`src/hdl/tcc_consts.svh`:
```
// offsets, field positions, reset values and rates of the timer and counter registers
`ifndef TCC_CONSTS_SVH
`define TCC_CONSTS_SVH

// register byte offsets on the host bus
`define TCC_OFS_TIMER_CONFIG        8'h8C
`define TCC_OFS_TIMER_CURRENT_COUNT 8'h90
`define TCC_OFS_WORD_LANE_SWAP      8'h98
`define TCC_OFS_FREE_RUNNING_TICK   8'h9C
`define TCC_OFS_DROPPED_RX_FRAME    8'hA0

// field layout
`define TCC_HALF_W                  16
`define TCC_WORD_W                  32
`define TCC_TIMER_EN_BIT            29
`define TCC_PRELOAD_MSB             15
`define TCC_PRELOAD_LSB             0

// reset and forced values
`define TCC_PRELOAD_RESET           16'hFFFF
`define TCC_COUNT_RESET             16'hFFFF
`define TCC_SWAP_RESET              32'h0000_0000
`define TCC_SWAP_CODE               32'h0FFF_FFFF
`define TCC_FREE_RESET              32'h0000_0000
`define TCC_DROP_RESET              32'h0000_0000
`define TCC_DROP_HALFWAY            32'h8000_0000
`define TCC_TIMER_ZERO              16'h0000

// rates in kHz: system clock and free-running counter rate
`define TCC_SYS_CLK_KHZ             40000
`define TCC_FREE_RUN_KHZ            25000

`endif

```
`src/hdl/tcc_pkg.sv`:
```
// types shared by the timer and counter register block
package tcc_pkg;

    typedef struct packed {
        logic        cs_n;
        logic        rd_n;
        logic        wr_n;
        logic [7:1]  addr;
        logic [15:0] wdata;
    } tcc_host_bus_t;

    typedef enum logic [1:0] {
        TCC_TIMER_HALTED  = 2'b01,
        TCC_TIMER_RUNNING = 2'b10
    } tcc_timer_state_t;

    typedef struct packed {
        tcc_timer_state_t timer_state;
        logic [15:0]      timer_preload_value;
        logic             timer_en;
        logic [15:0]      timer_count;
        logic [31:0]      swap_word;
        logic [31:0]      tick_count_value;
        logic [31:0]      tick_snap;
        logic             tick_snap_held;
        logic [31:0]      dropped_frame_tally;
        logic [31:0]      drop_snap;
        logic             drop_snap_held;
        logic             prev_rd;
        logic             prev_wr;
        logic [15:0]      rdata;
        logic             data_oe;
        logic             timer_event;
        logic             drop_half_event;
        logic             lane_swap;
        logic             half_high;
    } tcc_state_t;

endpackage

```
`src/hdl/tcc_regs.sv`:
```
// timer, word-lane swap, free-running counter and dropped-frame counter registers
// Operation
// - Writing one to timer enable bit 29 runs the timer and clearing it halts the timer.
// - On a one-to-zero change of the enable bit the preload field is forced to FFFFh.
// - The preload field is bits 15-0 of the timer configuration, resets to FFFFh and feeds the timer counter.
// - The current count register shows the live 16-bit timer value, FFFFh after reset, upper bits zero.
// - The timer raises a periodic interrupt event at an interval set by the timer configuration.
// - Unless the swap code is held, A[1]=1 reaches the upper 16 bits and A[1]=0 the lower 16 bits.
// - With swap code 0FFFFFFFh held, A[1]=1 reaches the lower half and A[1]=0 the upper half.
// - Network-side transmit and receive always handle the lower-order half first, whatever the swap.
// - The 32-bit free-running counter starts at zero, counts once per 25MHz cycle and wraps.
// - The first half-word read of the free-running counter snapshots all 32 bits for the second read.
// - The free-running counter keeps counting in every power state D0, D1 and D2.
// - The 32-bit dropped-frame counter adds one per dropped receive frame and resets to zero.
// - The first half-word read of the dropped-frame counter returns the count and then clears it; the second read gets the snapshot.
// - An event is raised when the dropped-frame counter crosses from 7FFFFFFFh to 80000000h.
`timescale 1ns/1ps
`default_nettype none
`include "tcc_consts.svh"

module tcc_regs #(
    parameter int TIMER_TICK_DIV = 1
) (
    input  wire logic                  SYS_CLK,
    input  wire logic                  RESET,
    input  wire tcc_pkg::tcc_host_bus_t HOST_BUS,
    input  wire logic                  RX_FRAME_DROPPED,
    output var  logic [15:0]           HOST_DATA_OUT,
    output var  logic                  HOST_DATA_OE,
    output var  logic                  TIMER_EVENT,
    output var  logic                  DROP_HALF_EVENT,
    output var  logic                  LANE_SWAP,
    output var  logic                  HALF_HIGH
);
    import tcc_pkg::*;

    initial begin
        if (TIMER_TICK_DIV < 1) begin
            $error("tcc_regs: TIMER_TICK_DIV must be at least 1");
        end
    end

    tcc_state_t st;
    tcc_state_t next_st;
    logic       free_tick;
    logic       timer_tick;

    ////////////////////////////////////////////////////////////////////////////
    // rate generators: 25MHz count enable from the 40MHz clock, and timer step

    tcc_rate_tick #(
        .NUM (`TCC_FREE_RUN_KHZ),
        .DEN (`TCC_SYS_CLK_KHZ)
    ) u_free_tick (
        .SYS_CLK (SYS_CLK),
        .RESET   (RESET),
        .TICK    (free_tick)
    );

    tcc_rate_tick #(
        .NUM (1),
        .DEN (TIMER_TICK_DIV)
    ) u_timer_tick (
        .SYS_CLK (SYS_CLK),
        .RESET   (RESET),
        .TICK    (timer_tick)
    );

    ////////////////////////////////////////////////////////////////////////////
    // host access decode

    logic       rd_active;
    logic       wr_active;
    logic       rd_start;
    logic       wr_start;
    logic [7:0] word_ofs;
    logic       sel_high;

    always_comb begin
        rd_active = !HOST_BUS.cs_n && !HOST_BUS.rd_n;
        wr_active = !HOST_BUS.cs_n && !HOST_BUS.wr_n;
        rd_start  = rd_active && !st.prev_rd;
        wr_start  = wr_active && !st.prev_wr;
        word_ofs  = {HOST_BUS.addr[7:2], 2'b00};
        sel_high  = HOST_BUS.addr[1] ^ st.lane_swap;
    end

    ////////////////////////////////////////////////////////////////////////////
    // register read view

    function automatic logic [15:0] pick_half(input logic [31:0] word, input logic high);
        pick_half = high ? word[31:16] : word[15:0];
    endfunction

    logic [31:0] config_view;
    logic [31:0] count_view;

    always_comb begin
        config_view = '0;
        config_view[`TCC_TIMER_EN_BIT] = st.timer_en;
        config_view[`TCC_PRELOAD_MSB:`TCC_PRELOAD_LSB] = st.timer_preload_value;
        count_view = {16'h0000, st.timer_count};
    end

    ////////////////////////////////////////////////////////////////////////////
    // next state

    always_comb begin
        logic        new_en;
        logic        drop_cleared;
        logic [31:0] drop_base;
        new_en       = st.timer_en;
        drop_cleared = 1'b0;
        drop_base    = st.dropped_frame_tally;
        next_st      = st;

        next_st.prev_rd         = rd_active;
        next_st.prev_wr         = wr_active;
        next_st.timer_event     = 1'b0;
        next_st.drop_half_event = 1'b0;
        next_st.data_oe         = rd_active;
        next_st.lane_swap       = (st.swap_word == `TCC_SWAP_CODE);
        // network-side halves stay low-first; only host lanes follow the swap
        next_st.half_high       = (rd_start || wr_start) ? sel_high : st.half_high;

        // free-running count never gated by power state
        if (free_tick) begin
            next_st.tick_count_value = st.tick_count_value + 32'h0000_0001;
        end

        // reads
        if (rd_start) begin
            unique case (word_ofs)
                `TCC_OFS_TIMER_CONFIG: begin
                    next_st.rdata = pick_half(config_view, sel_high);
                end
                `TCC_OFS_TIMER_CURRENT_COUNT: begin
                    next_st.rdata = pick_half(count_view, sel_high);
                end
                `TCC_OFS_WORD_LANE_SWAP: begin
                    next_st.rdata = pick_half(st.swap_word, sel_high);
                end
                `TCC_OFS_FREE_RUNNING_TICK: begin
                    // second half comes from the snapshot taken by the first
                    if (st.tick_snap_held) begin
                        next_st.rdata          = pick_half(st.tick_snap, sel_high);
                        next_st.tick_snap_held = 1'b0;
                    end else begin
                        next_st.rdata          = pick_half(st.tick_count_value, sel_high);
                        next_st.tick_snap      = st.tick_count_value;
                        next_st.tick_snap_held = 1'b1;
                    end
                end
                `TCC_OFS_DROPPED_RX_FRAME: begin
                    // clear on the first half; the second half reads the snapshot
                    if (st.drop_snap_held) begin
                        next_st.rdata          = pick_half(st.drop_snap, sel_high);
                        next_st.drop_snap_held = 1'b0;
                    end else begin
                        next_st.rdata          = pick_half(st.dropped_frame_tally, sel_high);
                        next_st.drop_snap      = st.dropped_frame_tally;
                        next_st.drop_snap_held = 1'b1;
                        drop_cleared           = 1'b1;
                    end
                end
                default: begin
                    next_st.rdata = 16'h0000;
                end
            endcase
        end

        // writes, one half-word at a time
        if (wr_start) begin
            unique case (word_ofs)
                `TCC_OFS_TIMER_CONFIG: begin
                    if (sel_high) begin
                        new_en = HOST_BUS.wdata[`TCC_TIMER_EN_BIT - `TCC_HALF_W];
                    end else begin
                        next_st.timer_preload_value = HOST_BUS.wdata;
                    end
                end
                `TCC_OFS_WORD_LANE_SWAP: begin
                    if (sel_high) begin
                        next_st.swap_word[31:16] = HOST_BUS.wdata;
                    end else begin
                        next_st.swap_word[15:0] = HOST_BUS.wdata;
                    end
                end
                default: begin
                    // read-only and unmapped offsets ignore writes
                end
            endcase
        end
        next_st.timer_en = new_en;

        // timer
        unique case (st.timer_state)
            TCC_TIMER_HALTED: begin
                if (new_en) begin
                    next_st.timer_state = TCC_TIMER_RUNNING;
                    next_st.timer_count = next_st.timer_preload_value;
                end
            end
            TCC_TIMER_RUNNING: begin
                if (!new_en) begin
                    next_st.timer_state         = TCC_TIMER_HALTED;
                    next_st.timer_preload_value = `TCC_PRELOAD_RESET;
                end else if (timer_tick) begin
                    if (st.timer_count == `TCC_TIMER_ZERO) begin
                        next_st.timer_count = st.timer_preload_value;
                        next_st.timer_event = 1'b1;
                    end else begin
                        next_st.timer_count = st.timer_count - 16'h0001;
                    end
                end
            end
            default: begin
                next_st.timer_state = TCC_TIMER_HALTED;
            end
        endcase

        // dropped frames: a drop in the clearing cycle is kept
        if (drop_cleared) begin
            drop_base = `TCC_DROP_RESET;
        end
        if (RX_FRAME_DROPPED) begin
            next_st.dropped_frame_tally = drop_base + 32'h0000_0001;
            if (drop_base + 32'h0000_0001 == `TCC_DROP_HALFWAY) begin
                next_st.drop_half_event = 1'b1;
            end
        end else begin
            next_st.dropped_frame_tally = drop_base;
        end
    end

    ////////////////////////////////////////////////////////////////////////////
    // state register; reset clears the free-running and dropped-frame counters on the next edge, well inside 160ns

    always_ff @(posedge SYS_CLK) begin
        if (RESET) begin
            st                     <= '0;
            st.timer_state         <= TCC_TIMER_HALTED;
            st.timer_preload_value <= `TCC_PRELOAD_RESET;
            st.timer_count         <= `TCC_COUNT_RESET;
            st.swap_word           <= `TCC_SWAP_RESET;
            st.tick_count_value    <= `TCC_FREE_RESET;
            st.dropped_frame_tally <= `TCC_DROP_RESET;
        end else begin
            st <= next_st;
        end
    end

    ////////////////////////////////////////////////////////////////////////////
    // outputs straight from the state register

    assign HOST_DATA_OUT   = st.rdata;
    assign HOST_DATA_OE    = st.data_oe;
    assign TIMER_EVENT     = st.timer_event;
    assign DROP_HALF_EVENT = st.drop_half_event;
    assign LANE_SWAP       = st.lane_swap;
    assign HALF_HIGH       = st.half_high;

endmodule // tcc_regs

`default_nettype wire

```
`src/hdl/tcc_rate_tick.sv`:
```
// fractional rate generator: NUM ticks every DEN clock cycles
`timescale 1ns/1ps
`default_nettype none

module tcc_rate_tick #(
    parameter int NUM = 1,
    parameter int DEN = 1
) (
    input  wire logic SYS_CLK,
    input  wire logic RESET,
    output var  logic TICK
);
    localparam int ACC_W = $clog2(DEN + NUM + 1);

    typedef struct packed {
        logic [ACC_W-1:0] acc;
        logic             tick;
    } tcc_tick_state_t;

    tcc_tick_state_t st;
    tcc_tick_state_t next_st;

    initial begin
        if (NUM < 1 || DEN < 1 || NUM > DEN) begin
            $error("tcc_rate_tick: need 1 <= NUM <= DEN");
        end
    end

    ////////////////////////////////////////////////////////////////////////////
    // accumulate NUM, wrap at DEN; tick gaps differ by at most one cycle, no drift over time
    always_comb begin
        logic [ACC_W-1:0] sum;
        sum     = st.acc + ACC_W'(NUM);
        next_st = st;
        if (sum >= ACC_W'(DEN)) begin
            next_st.acc  = sum - ACC_W'(DEN);
            next_st.tick = 1'b1;
        end else begin
            next_st.acc  = sum;
            next_st.tick = 1'b0;
        end
    end

    always_ff @(posedge SYS_CLK) begin
        if (RESET) begin
            st <= '0;
        end else begin
            st <= next_st;
        end
    end

    assign TICK = st.tick;

endmodule // tcc_rate_tick

`default_nettype wire

```
`config.mk`:
```
export PLATFORM = sky130hd
export DESIGN_NAME = tcc_regs
export DESIGN_NICKNAME = d
export VERILOG_FILES = /design/src/hdl/tcc_pkg.sv /design/src/hdl/tcc_regs.sv /design/src/hdl/tcc_rate_tick.sv
export VERILOG_INCLUDE_DIRS = /design/src /design/src/hdl
export SDC_FILE = /design/constraint.sdc
export NUM_CORES = 1
export LEC_CHECK = 0
export BUFFER_PORTS_ARGS = -buffer_cell sky130_fd_sc_hd__buf_2
export CAP_MARGIN = 30
export CORE_MARGIN = 1
export CORE_UTILIZATION = 50
export DETAILED_ROUTE_END_ITERATION = 8
export GPL_TIMING_DRIVEN = 0
export HOLD_SLACK_MARGIN = 0.1
export PLACE_DENSITY = 0.69
export SLEW_MARGIN = 20
export SYNTH_ARGS = -nofsm -noshare
export SYNTH_HDL_FRONTEND = slang
export SYNTH_SLANG_ARGS = --single-unit
```
`constraint.sdc`:
```
create_clock -name SYS_CLK -period 2.9 [get_ports SYS_CLK]
set_clock_uncertainty 0.1 [all_clocks]
set_input_delay 0.435 -clock SYS_CLK [delete_from_list [all_inputs] [get_ports SYS_CLK]]
set_output_delay 0.435 -clock SYS_CLK [all_outputs]
set_load 0.05 [all_outputs]
```
==> metrics.md, run 1 <==
| Metric | Value |
|---|---|
| Placed Area | `12,490 um2` |
| Maximum VDD drop | `around 480 uV` |
| Critical path class | `register to register` |
| CTS tree | `yes` |
| Final core utilization | `0.6004` |
| Number of H-tree levels | `1` |
| Top_reg_cell synth | `dfxtp_1` |
| Synth unique cells | `61` |
| Initial core utilization | `0.5154` |
| Instance count of the mapped netlist | `1,445` |
| Reg clk slew, reported paths | `0.06 ns` |
| Post-route worst setup slack | `-0.06429 ns` |
| Fmax achieved | `337.3 MHz` |
| Vias per cell | `about 6` |
| Sequential Area | `4730 um2` |
| CP required | `3.27 ns` |
| Layout cells sized above 1 | `0.1318` |
| Commonest cells after routing, fill and taps aside | `272 x nand2_1, 234 x dfxtp_1, 162 x nor2_1` |
| Post-route DRC | `0` |
| Worst min path class | `input pin to register` |
| Routed Antenna Nets | `0` |
| Final Wtd Congestion | `0.9446` |
| Final Cycle Share | `1.022` |
| Fillers | `2,088` |
| Violated checks | `setup timing` |
| Post-synthesis cell area | `11,810 um2` |
| Slew Viols, Final | `0` |
| Clk_lat worst skew | `around 0.54 ns` |
| Aggregate global routing overflow | `0` |
| Vias | `11,120` |
| Die area | `~24,000 um2` |
| RSZ-0062 raised after global routing | `yes` |
| YS warnings | `0` |
| Syn_area_per_cell | `about 8.2 um2` |
| Number of buffers added on ports | `48` |
| Slew headroom | `0.4067` |
| Maximum clock path buffer count | `3` |
| P&R area growth vs syn | `16.51%` |
| Clock period minus worst slack | `2.964 ns` |
| Status | `finished with violations` |
| Fin nets | `1,580` |
| Chip width | `155.7 um` |
| Initial DRC Count | `approximately 950` |
| Worst-Margin Slew | `0.8832 ns` |
| Die Ht | `155.7 um` |
| First-pass GRT wire length | `56,180 um` |
| Post-route cell area | `13,760 um2` |
| GRT Util Overall | `0.2941` |
| Synthesized flop and latch total | `about 240` |
| Initial antenna violation count | `3` |
| DR pass1 iterations | `6` |
| Synthesized net count | `about 1,500` |
| Routed WL | `35,240 um` |
| CP endpoint kind | `register` |
| MaxCap Viol Count | `0` |
| Ys async rst share | `0` |
| CTS Sinks | `236` |
| Multi-input gate area | `6708 um2` |
| Final Hold Violating Endpoints | `0` |
| Io pins | `50` |
| Startpoint Class | `register` |
| Root buffer cell | `clkbuf_16` |
| Final Setup Violations | `1` |
| Commonest non-fill, non-tap cell in the layout | `nand2_1` |
| Num CTS Buffers | `26` |
| Final HPWL DP | `approximately 26,000 um` |
| Vias in the first global route | `10,280` |
| Post-synth EDFFs | `0` |
| Largest net degree at the start of global routing | `14` |
| Critical path peak fanout | `9` |
| Power density cells | `565.0 nW/um2` |
| Routed wire per std cell | `18.77 um` |
| WP data arrival | `3.33 ns` |
| Sequential fraction of the synthesis area | `0.4000` |
| Site Rows | `55` |
| Leakage power | `0.004933 uW` |
| Core Area | `about 23,000 um2` |
[flip-flops by register name (all words and copies together) (netlist names)]
name	cells
u_free_tick.TICK	1
TIMER_EVENT	1
LANE_SWAP	1
u_timer_tick.TICK	1
st	165
count_view	16
config_view	17
HOST_DATA_OUT	16
HOST_DATA_OE	1
u_free_tick.st	13
DROP_HALF_EVENT	1
HALF_HIGH	1
u_timer_tick.st	2
[critical path, cell delays in order, from the launching register on]
cell     delay [ns]
dfxtp_4        0.38
inv_4          0.08
nand4_1        0.15
buf_8          0.14
and2_4         0.17
ha_4           0.18
nand2_4        0.08
nor4_4         0.46
nand2_2        0.15
nor2_4         0.15
xnor2_1        0.12
nor4_4         0.31
nor4b_2        0.24
and3_1         0.19
[cell usage after synthesis, types with 3 or more instances]
library cell  count  area [um2]
a211o_1          12       105.1
nor4_1            8       50.05
nor3_1           23       115.1
a31oi_1           5       31.28
a22oi_1          32       240.2
o31ai_1           8       60.06
or3_1            19       118.9
o41ai_1           3       26.28
o221ai_1         12       105.1
mux2i_1          21       210.2
o21ai_0          25       125.1
mux4_2           32       720.7
buf_1             5       18.77
and3_1           21       131.4
nand2b_1         10       62.56
a221oi_1         16       140.1
nor2_1          164       615.6
ha_1              7       87.58
o211ai_1          5       37.54
a21oi_1         149       745.7
buf_2            18       90.09
buf_4            16       120.1
a21o_1            3       22.52
xnor2_1          45       394.1
nand4_1          29       181.4
nand4b_1          4       35.03
and4_1            5       43.79
inv_1            11       41.29
a21boi_0          3       22.52
nand3_1          56       280.3
dfxtp_1         236        4725
nor3b_1           5       37.54
xor2_1           45       394.1
clkbuf_1         75       281.5
nor2b_1           6       37.54
nand2_1         274        1028
and2_1            7       43.79
[final timing paths]
| kind | start | end | slack, ns | cells after the start |
|---|---|---|---|---|
| max | st[23]$_SDFFE_PP0P_ | DROP_HALF_EVENT$_SDFF_PP0_ | -0.06 | 13 |
| max reg2reg | st[23]$_SDFFE_PP0P_ | DROP_HALF_EVENT$_SDFF_PP0_ | -0.06 | 13 |
| min reg2reg | u_timer_tick.st[1]$_SDFFE_PP0N_ | u_timer_tick.st[2]$_SDFF_PP0_ | 0.34 | 1 |
| min | HOST_BUS[10] | st[179]$_SDFFE_PP0P_ | 0.10 | 3 |
[power breakdown]
group / switching, uW / total (uW) / internal (uW)
registers: 108 / 3430 / 3320
clock network: 1340 / 3470 / 2130
logic: 510 / 870 / 360
[cells by family (layout without fill, tap and decap cells)]
group	Yosys count	count (layout)	synth area share
AOI/OAI and AO/OA	283	283	0.1485
buffers and inverters	128	246	0.04789
and+or+nand+nor	647	647	0.2496
muxes	54	54	0.07978
DFF	236	236	0.4000
other	0	1	0
xor gates and xnor gates	90	90	0.06674
adders and majority gates	7	7	0.007416
[layer usage]
| layer | GRT usage | vias to the layer above | wire length, um |
|---|---|---|---|
| met5 | 0 | - | 0 |
| met3 | 0.06306 | 82 | 3075 |
| met1 | 0.4069 | 5337 | 15380 |
| li1 | - | 5255 | - |
| met2 | 0.4557 | 450 | 15690 |
| met4 | 0.09570 | 0 | 1088 |
[final cells by class]
class / count / area share
Inverter: 12 / 0.003455
Clock buffer: 36 / 0.05374
Tap cell: 313 / 0.02846
Sequential cell: 236 / 0.3437
Clock inverter: 11 / 0.01146
Buffer: 115 / 0.03883
Timing Repair Buffer: 72 / 0.03265
Antenna cell: 1 / 0.0001819
Multi-Input combinational cell: 1081 / 0.4875
[stage by stage]
stage | setup slack [ns] | hold WS [ns] | TNS (ns) | total power (uW) | cells
finish | -0.06429 | 0.1034 | -0.06429 | 7774 | 1877
global route | -0.1661 | 0.1108 | -0.2201 | 8048 | 1876
CTS | -0.07940 | 0.1002 | -0.07940 | 7767 | 1870
detailed placement | -1.271 | 0.3362 | -29.82 | 4316 | 1808
global placement | -1.148 | 0.3190 | -32.26 | 4289 | 1806
floorplan | 0.009276 | 0.3130 | 0 | 4090 | 1445
[timing repair]
item                       4_1_cts  5_1_grt
hold endpoints to repair        17        0
hold buffers                    14        0
pin swaps                        2        9
setup buffers                    1        7
setup endpoints to repair       66       44
resized for setup               19       21
Note: power is estimated with default switching activity, not from simulation.
==> inputs of run 2 (changes only) <==
--- a/config.mk
+++ b/config.mk
@@ -8,12 +8,13 @@
 export LEC_CHECK = 0
 export BUFFER_PORTS_ARGS = -buffer_cell sky130_fd_sc_hd__buf_2
 export CAP_MARGIN = 30
+export CORE_ASPECT_RATIO = 2
 export CORE_MARGIN = 1
 export CORE_UTILIZATION = 50
 export DETAILED_ROUTE_END_ITERATION = 8
 export GPL_TIMING_DRIVEN = 0
 export HOLD_SLACK_MARGIN = 0.1
-export PLACE_DENSITY = 0.69
+export PLACE_DENSITY = 0.67
 export SLEW_MARGIN = 20
 export SYNTH_ARGS = -nofsm -noshare
 export SYNTH_HDL_FRONTEND = slang
==> constraint.sdc (replaced) <==
create_clock -name SYS_CLK -period 2.87 [get_ports SYS_CLK]
set_clock_uncertainty 0.1 [all_clocks]
set_input_delay 0.4305 -clock SYS_CLK [delete_from_list [all_inputs] [get_ports SYS_CLK]]
set_output_delay 0.4305 -clock SYS_CLK [all_outputs]
set_load 0.05 [all_outputs]
==> run 2 against run 1 <==
Against the previous run: the flow now finishes without violations; power grew 0.95%; highest routed layer unchanged; sequential cell count is the same; via count grew 0.33%; register-to-register slack gained 0.09 ns.
==> metrics.md, run 2 (synthesized netlist as in run 1, its figures left out) <==
| Metric | Value |
|---|---|
| CP endpoint kind | `register` |
| Leakage power | `0.004980 uW (+0.96%)` |
| Chip width | `110.7 um (-29%)` |
| Layout cells sized above 1 | `0.1365 (+0.004653)` |
| Number of buffers added on ports | `48 (unchanged)` |
| Site Rows | `79 (+44%)` |
| WP data arrival | `3.22 ns (-0.11 ns)` |
| Sequential Area | `4730 um2 (unchanged)` |
| Fmax achieved | `351.2 MHz (+4.1%)` |
| Routed Antenna Nets | `0 (unchanged)` |
| Die area | `24,280 um2 (+0.15%)` |
| Initial DRC Count | `856 (-10%)` |
| Vias | `11,160 (+0.33%)` |
| Vias per cell | `6.053 (+2.1%)` |
| Multi-input gate area | `6736 um2 (+0.43%)` |
| Slew Viols, Final | `0 (unchanged)` |
| Maximum VDD drop | `750.4 uV (+57%)` |
| Routed WL | `37,960 um (+7.7%)` |
| Critical path peak fanout | `6 (-3)` |
| # diodes | `0 (-1)` |
| Die Ht | `219.4 um (+41%)` |
| Non-filler cells, final | `1,844 (-1.8%)` |
| Fillers | `2,093 (+0.24%)` |
| Fin nets | `1,581 (+0.063%)` |
| Worst-Margin Slew | `0.8876 ns (+0.004354 ns)` |
| Final Setup Violations | `0 (-1)` |
| RSZ-0062 raised after global routing | `yes` |
| Power density cells | `569.2 nW/um2 (+0.74%)` |
| Final Wtd Congestion | `0.9164 (-3.0%)` |
| Routed wire per std cell | `20.59 um (+9.7%)` |
| Final core utilization | `0.5936 (-0.006847)` |
| Most flop-heavy register | `st` |
| Initial core utilization | `0.5084 (-0.006940)` |
| Commonest cells after routing, fill and taps aside | `272 x nand2_1, 234 x dfxtp_1, 162 x nor2_1` |
| Worst r2r path cells | `14 (+1)` |
| Io pins | `50 (unchanged)` |
| Largest net degree at the start of global routing | `16 (+2)` |
| Aggregate global routing overflow | `0 (unchanged)` |
| Number of H-tree levels | `1 (unchanged)` |
| Startpoint Class | `register` |
| MaxCap Viol Count | `0 (unchanged)` |
| TNS Setup | `0 ns (+0.06429 ns)` |
| Placed Instances | `1,777 (-1.7%)` |
| Hold path depth | `4 (+1)` |
| Critical path class | `register to register` |
| Root buffer cell | `clkbuf_16` |
| P&R area growth vs syn | `16.75%` |
| CP required | `3.24 ns (-0.03 ns)` |
| Post-route DRC | `0 (unchanged)` |
| Final HPWL DP | `28,340 um (+10%)` |
| Initial antenna violation count | `0 (-3)` |
| CTS Sinks | `236 (unchanged)` |
| Worst min path class | `input pin to register` |
| Worst hold margin | `0.1892 ns (+0.08581 ns)` |
| Max reg flops | `165 (unchanged)` |
| Final Cycle Share | `0.9920 (-0.03012)` |
| Status | `complete, no violations` |
| CTS tree | `yes` |
| Clk_lat worst skew | `0.55 ns (about the same)` |
| Clock period minus worst slack | `2.847 ns (-0.1171 ns)` |
| Reg clk slew, reported paths | `0.06 ns (about the same)` |
| Core Area | `23,230 um2 (+1.4%)` |
| Vias in the first global route | `11,020 (+7.2%)` |
| Commonest non-fill, non-tap cell in the layout | `nand2_1` |
| Slew headroom | `0.4083 (+0.001520)` |
| First-pass GRT wire length | `58,640 um (+4.4%)` |
| GRT Util Overall | `0.3093 (+0.01520)` |
| DR pass1 iterations | `8 (+2)` |
| Maximum clock path buffer count | `3 (unchanged)` |
| Final Hold Violating Endpoints | `0 (unchanged)` |
| Num CTS Buffers | `23 (-12%)` |
==> run 2: cell types whose count changed in the layout (fill, tap and decap cells not counted), sizes merged <==
cell,previous run,this run
bufinv,4,6
dlygate4sd3,14,20
inv,12,13
diode,1,0
clkbuf,112,104
clkinv,6,3
==> run 2: final timing paths <==
kind / end / start / slack [ns]
max: DROP_HALF_EVENT$_SDFF_PP0_ / HOST_DATA_OE$_SDFF_PP0_ / 0.02
min: HALF_HIGH$_SDFFE_PP0P_ / HOST_BUS[23] / 0.19
max reg2reg: DROP_HALF_EVENT$_SDFF_PP0_ / HOST_DATA_OE$_SDFF_PP0_ / 0.02
min reg2reg: u_timer_tick.st[1]$_SDFFE_PP0N_ / u_timer_tick.st[2]$_SDFF_PP0_ / 0.34
==> run 2: critical path, stage by stage, from the launching register on <==
cell and delay, ns:
dfxtp_2 0.34, nor3_4 0.30, nand4_1 0.16, buf_6 0.17, buf_6 0.11, and2_4 0.17
ha_4 0.18, nand2_4 0.12, nor2_4 0.08, nand3_1 0.10, nor2_1 0.07, xnor2_1 0.18
o2111ai_1 0.17, nor4b_2 0.32, and3_1 0.19
==> run 2: what timing repair did <==
item / in CTS / in global routing
hold buffers: 20 / 0
endpoints found under the hold margin: 43 / 0
pin swaps: 2 / 11
gates resized for setup: 20 / 28
setup endpoints to repair: 74 / 68
buffers inserted: 3 / 7
==> run 2: cell type report <==
cell class	count	share of cell area
Buffer	112	0.03802
Tap cell	283	0.02568
Multi-Input combinational cell	1081	0.4886
Clock buffer	30	0.04583
Clock inverter	11	0.01615
Inverter	12	0.003630
Timing Repair Buffer	79	0.03911
Sequential cell	236	0.3430
==> run 2: per-stage QoR <==
| stage | power, uW | setup WS [ns] | area (um2) |
|---|---|---|---|
| 6_report | 7848 | 0.02283 | 13790 |
| 5_1_grt | 8096 | -0.07568 | 13790 |
| 4_1_cts | 7862 | -0.2181 | 13620 |
| 3_5_place_dp | 4385 | -0.9960 | 12470 |
| 3_3_place_gp | 4366 | -1.038 | 12450 |
| 2_1_floorplan | 4133 | 0.001380 | 11860 |
==> run 2: layer usage <==
layer	track usage	vias to the layer above	part of all wire
li1	-	5268	-
met1	0.3016	5297	0.35
met2	0.5694	416	0.51
met3	0.03866	180	0.047
met4	0.2720	0	0.091
met5	0	-	0
==> run 2: power by group <==
part | total (uW) | internal, uW | switching, uW
Combinational | 895 | 367 | 528
Sequential | 3480 | 3360 | 120
Clock | 3480 | 2100 | 1370
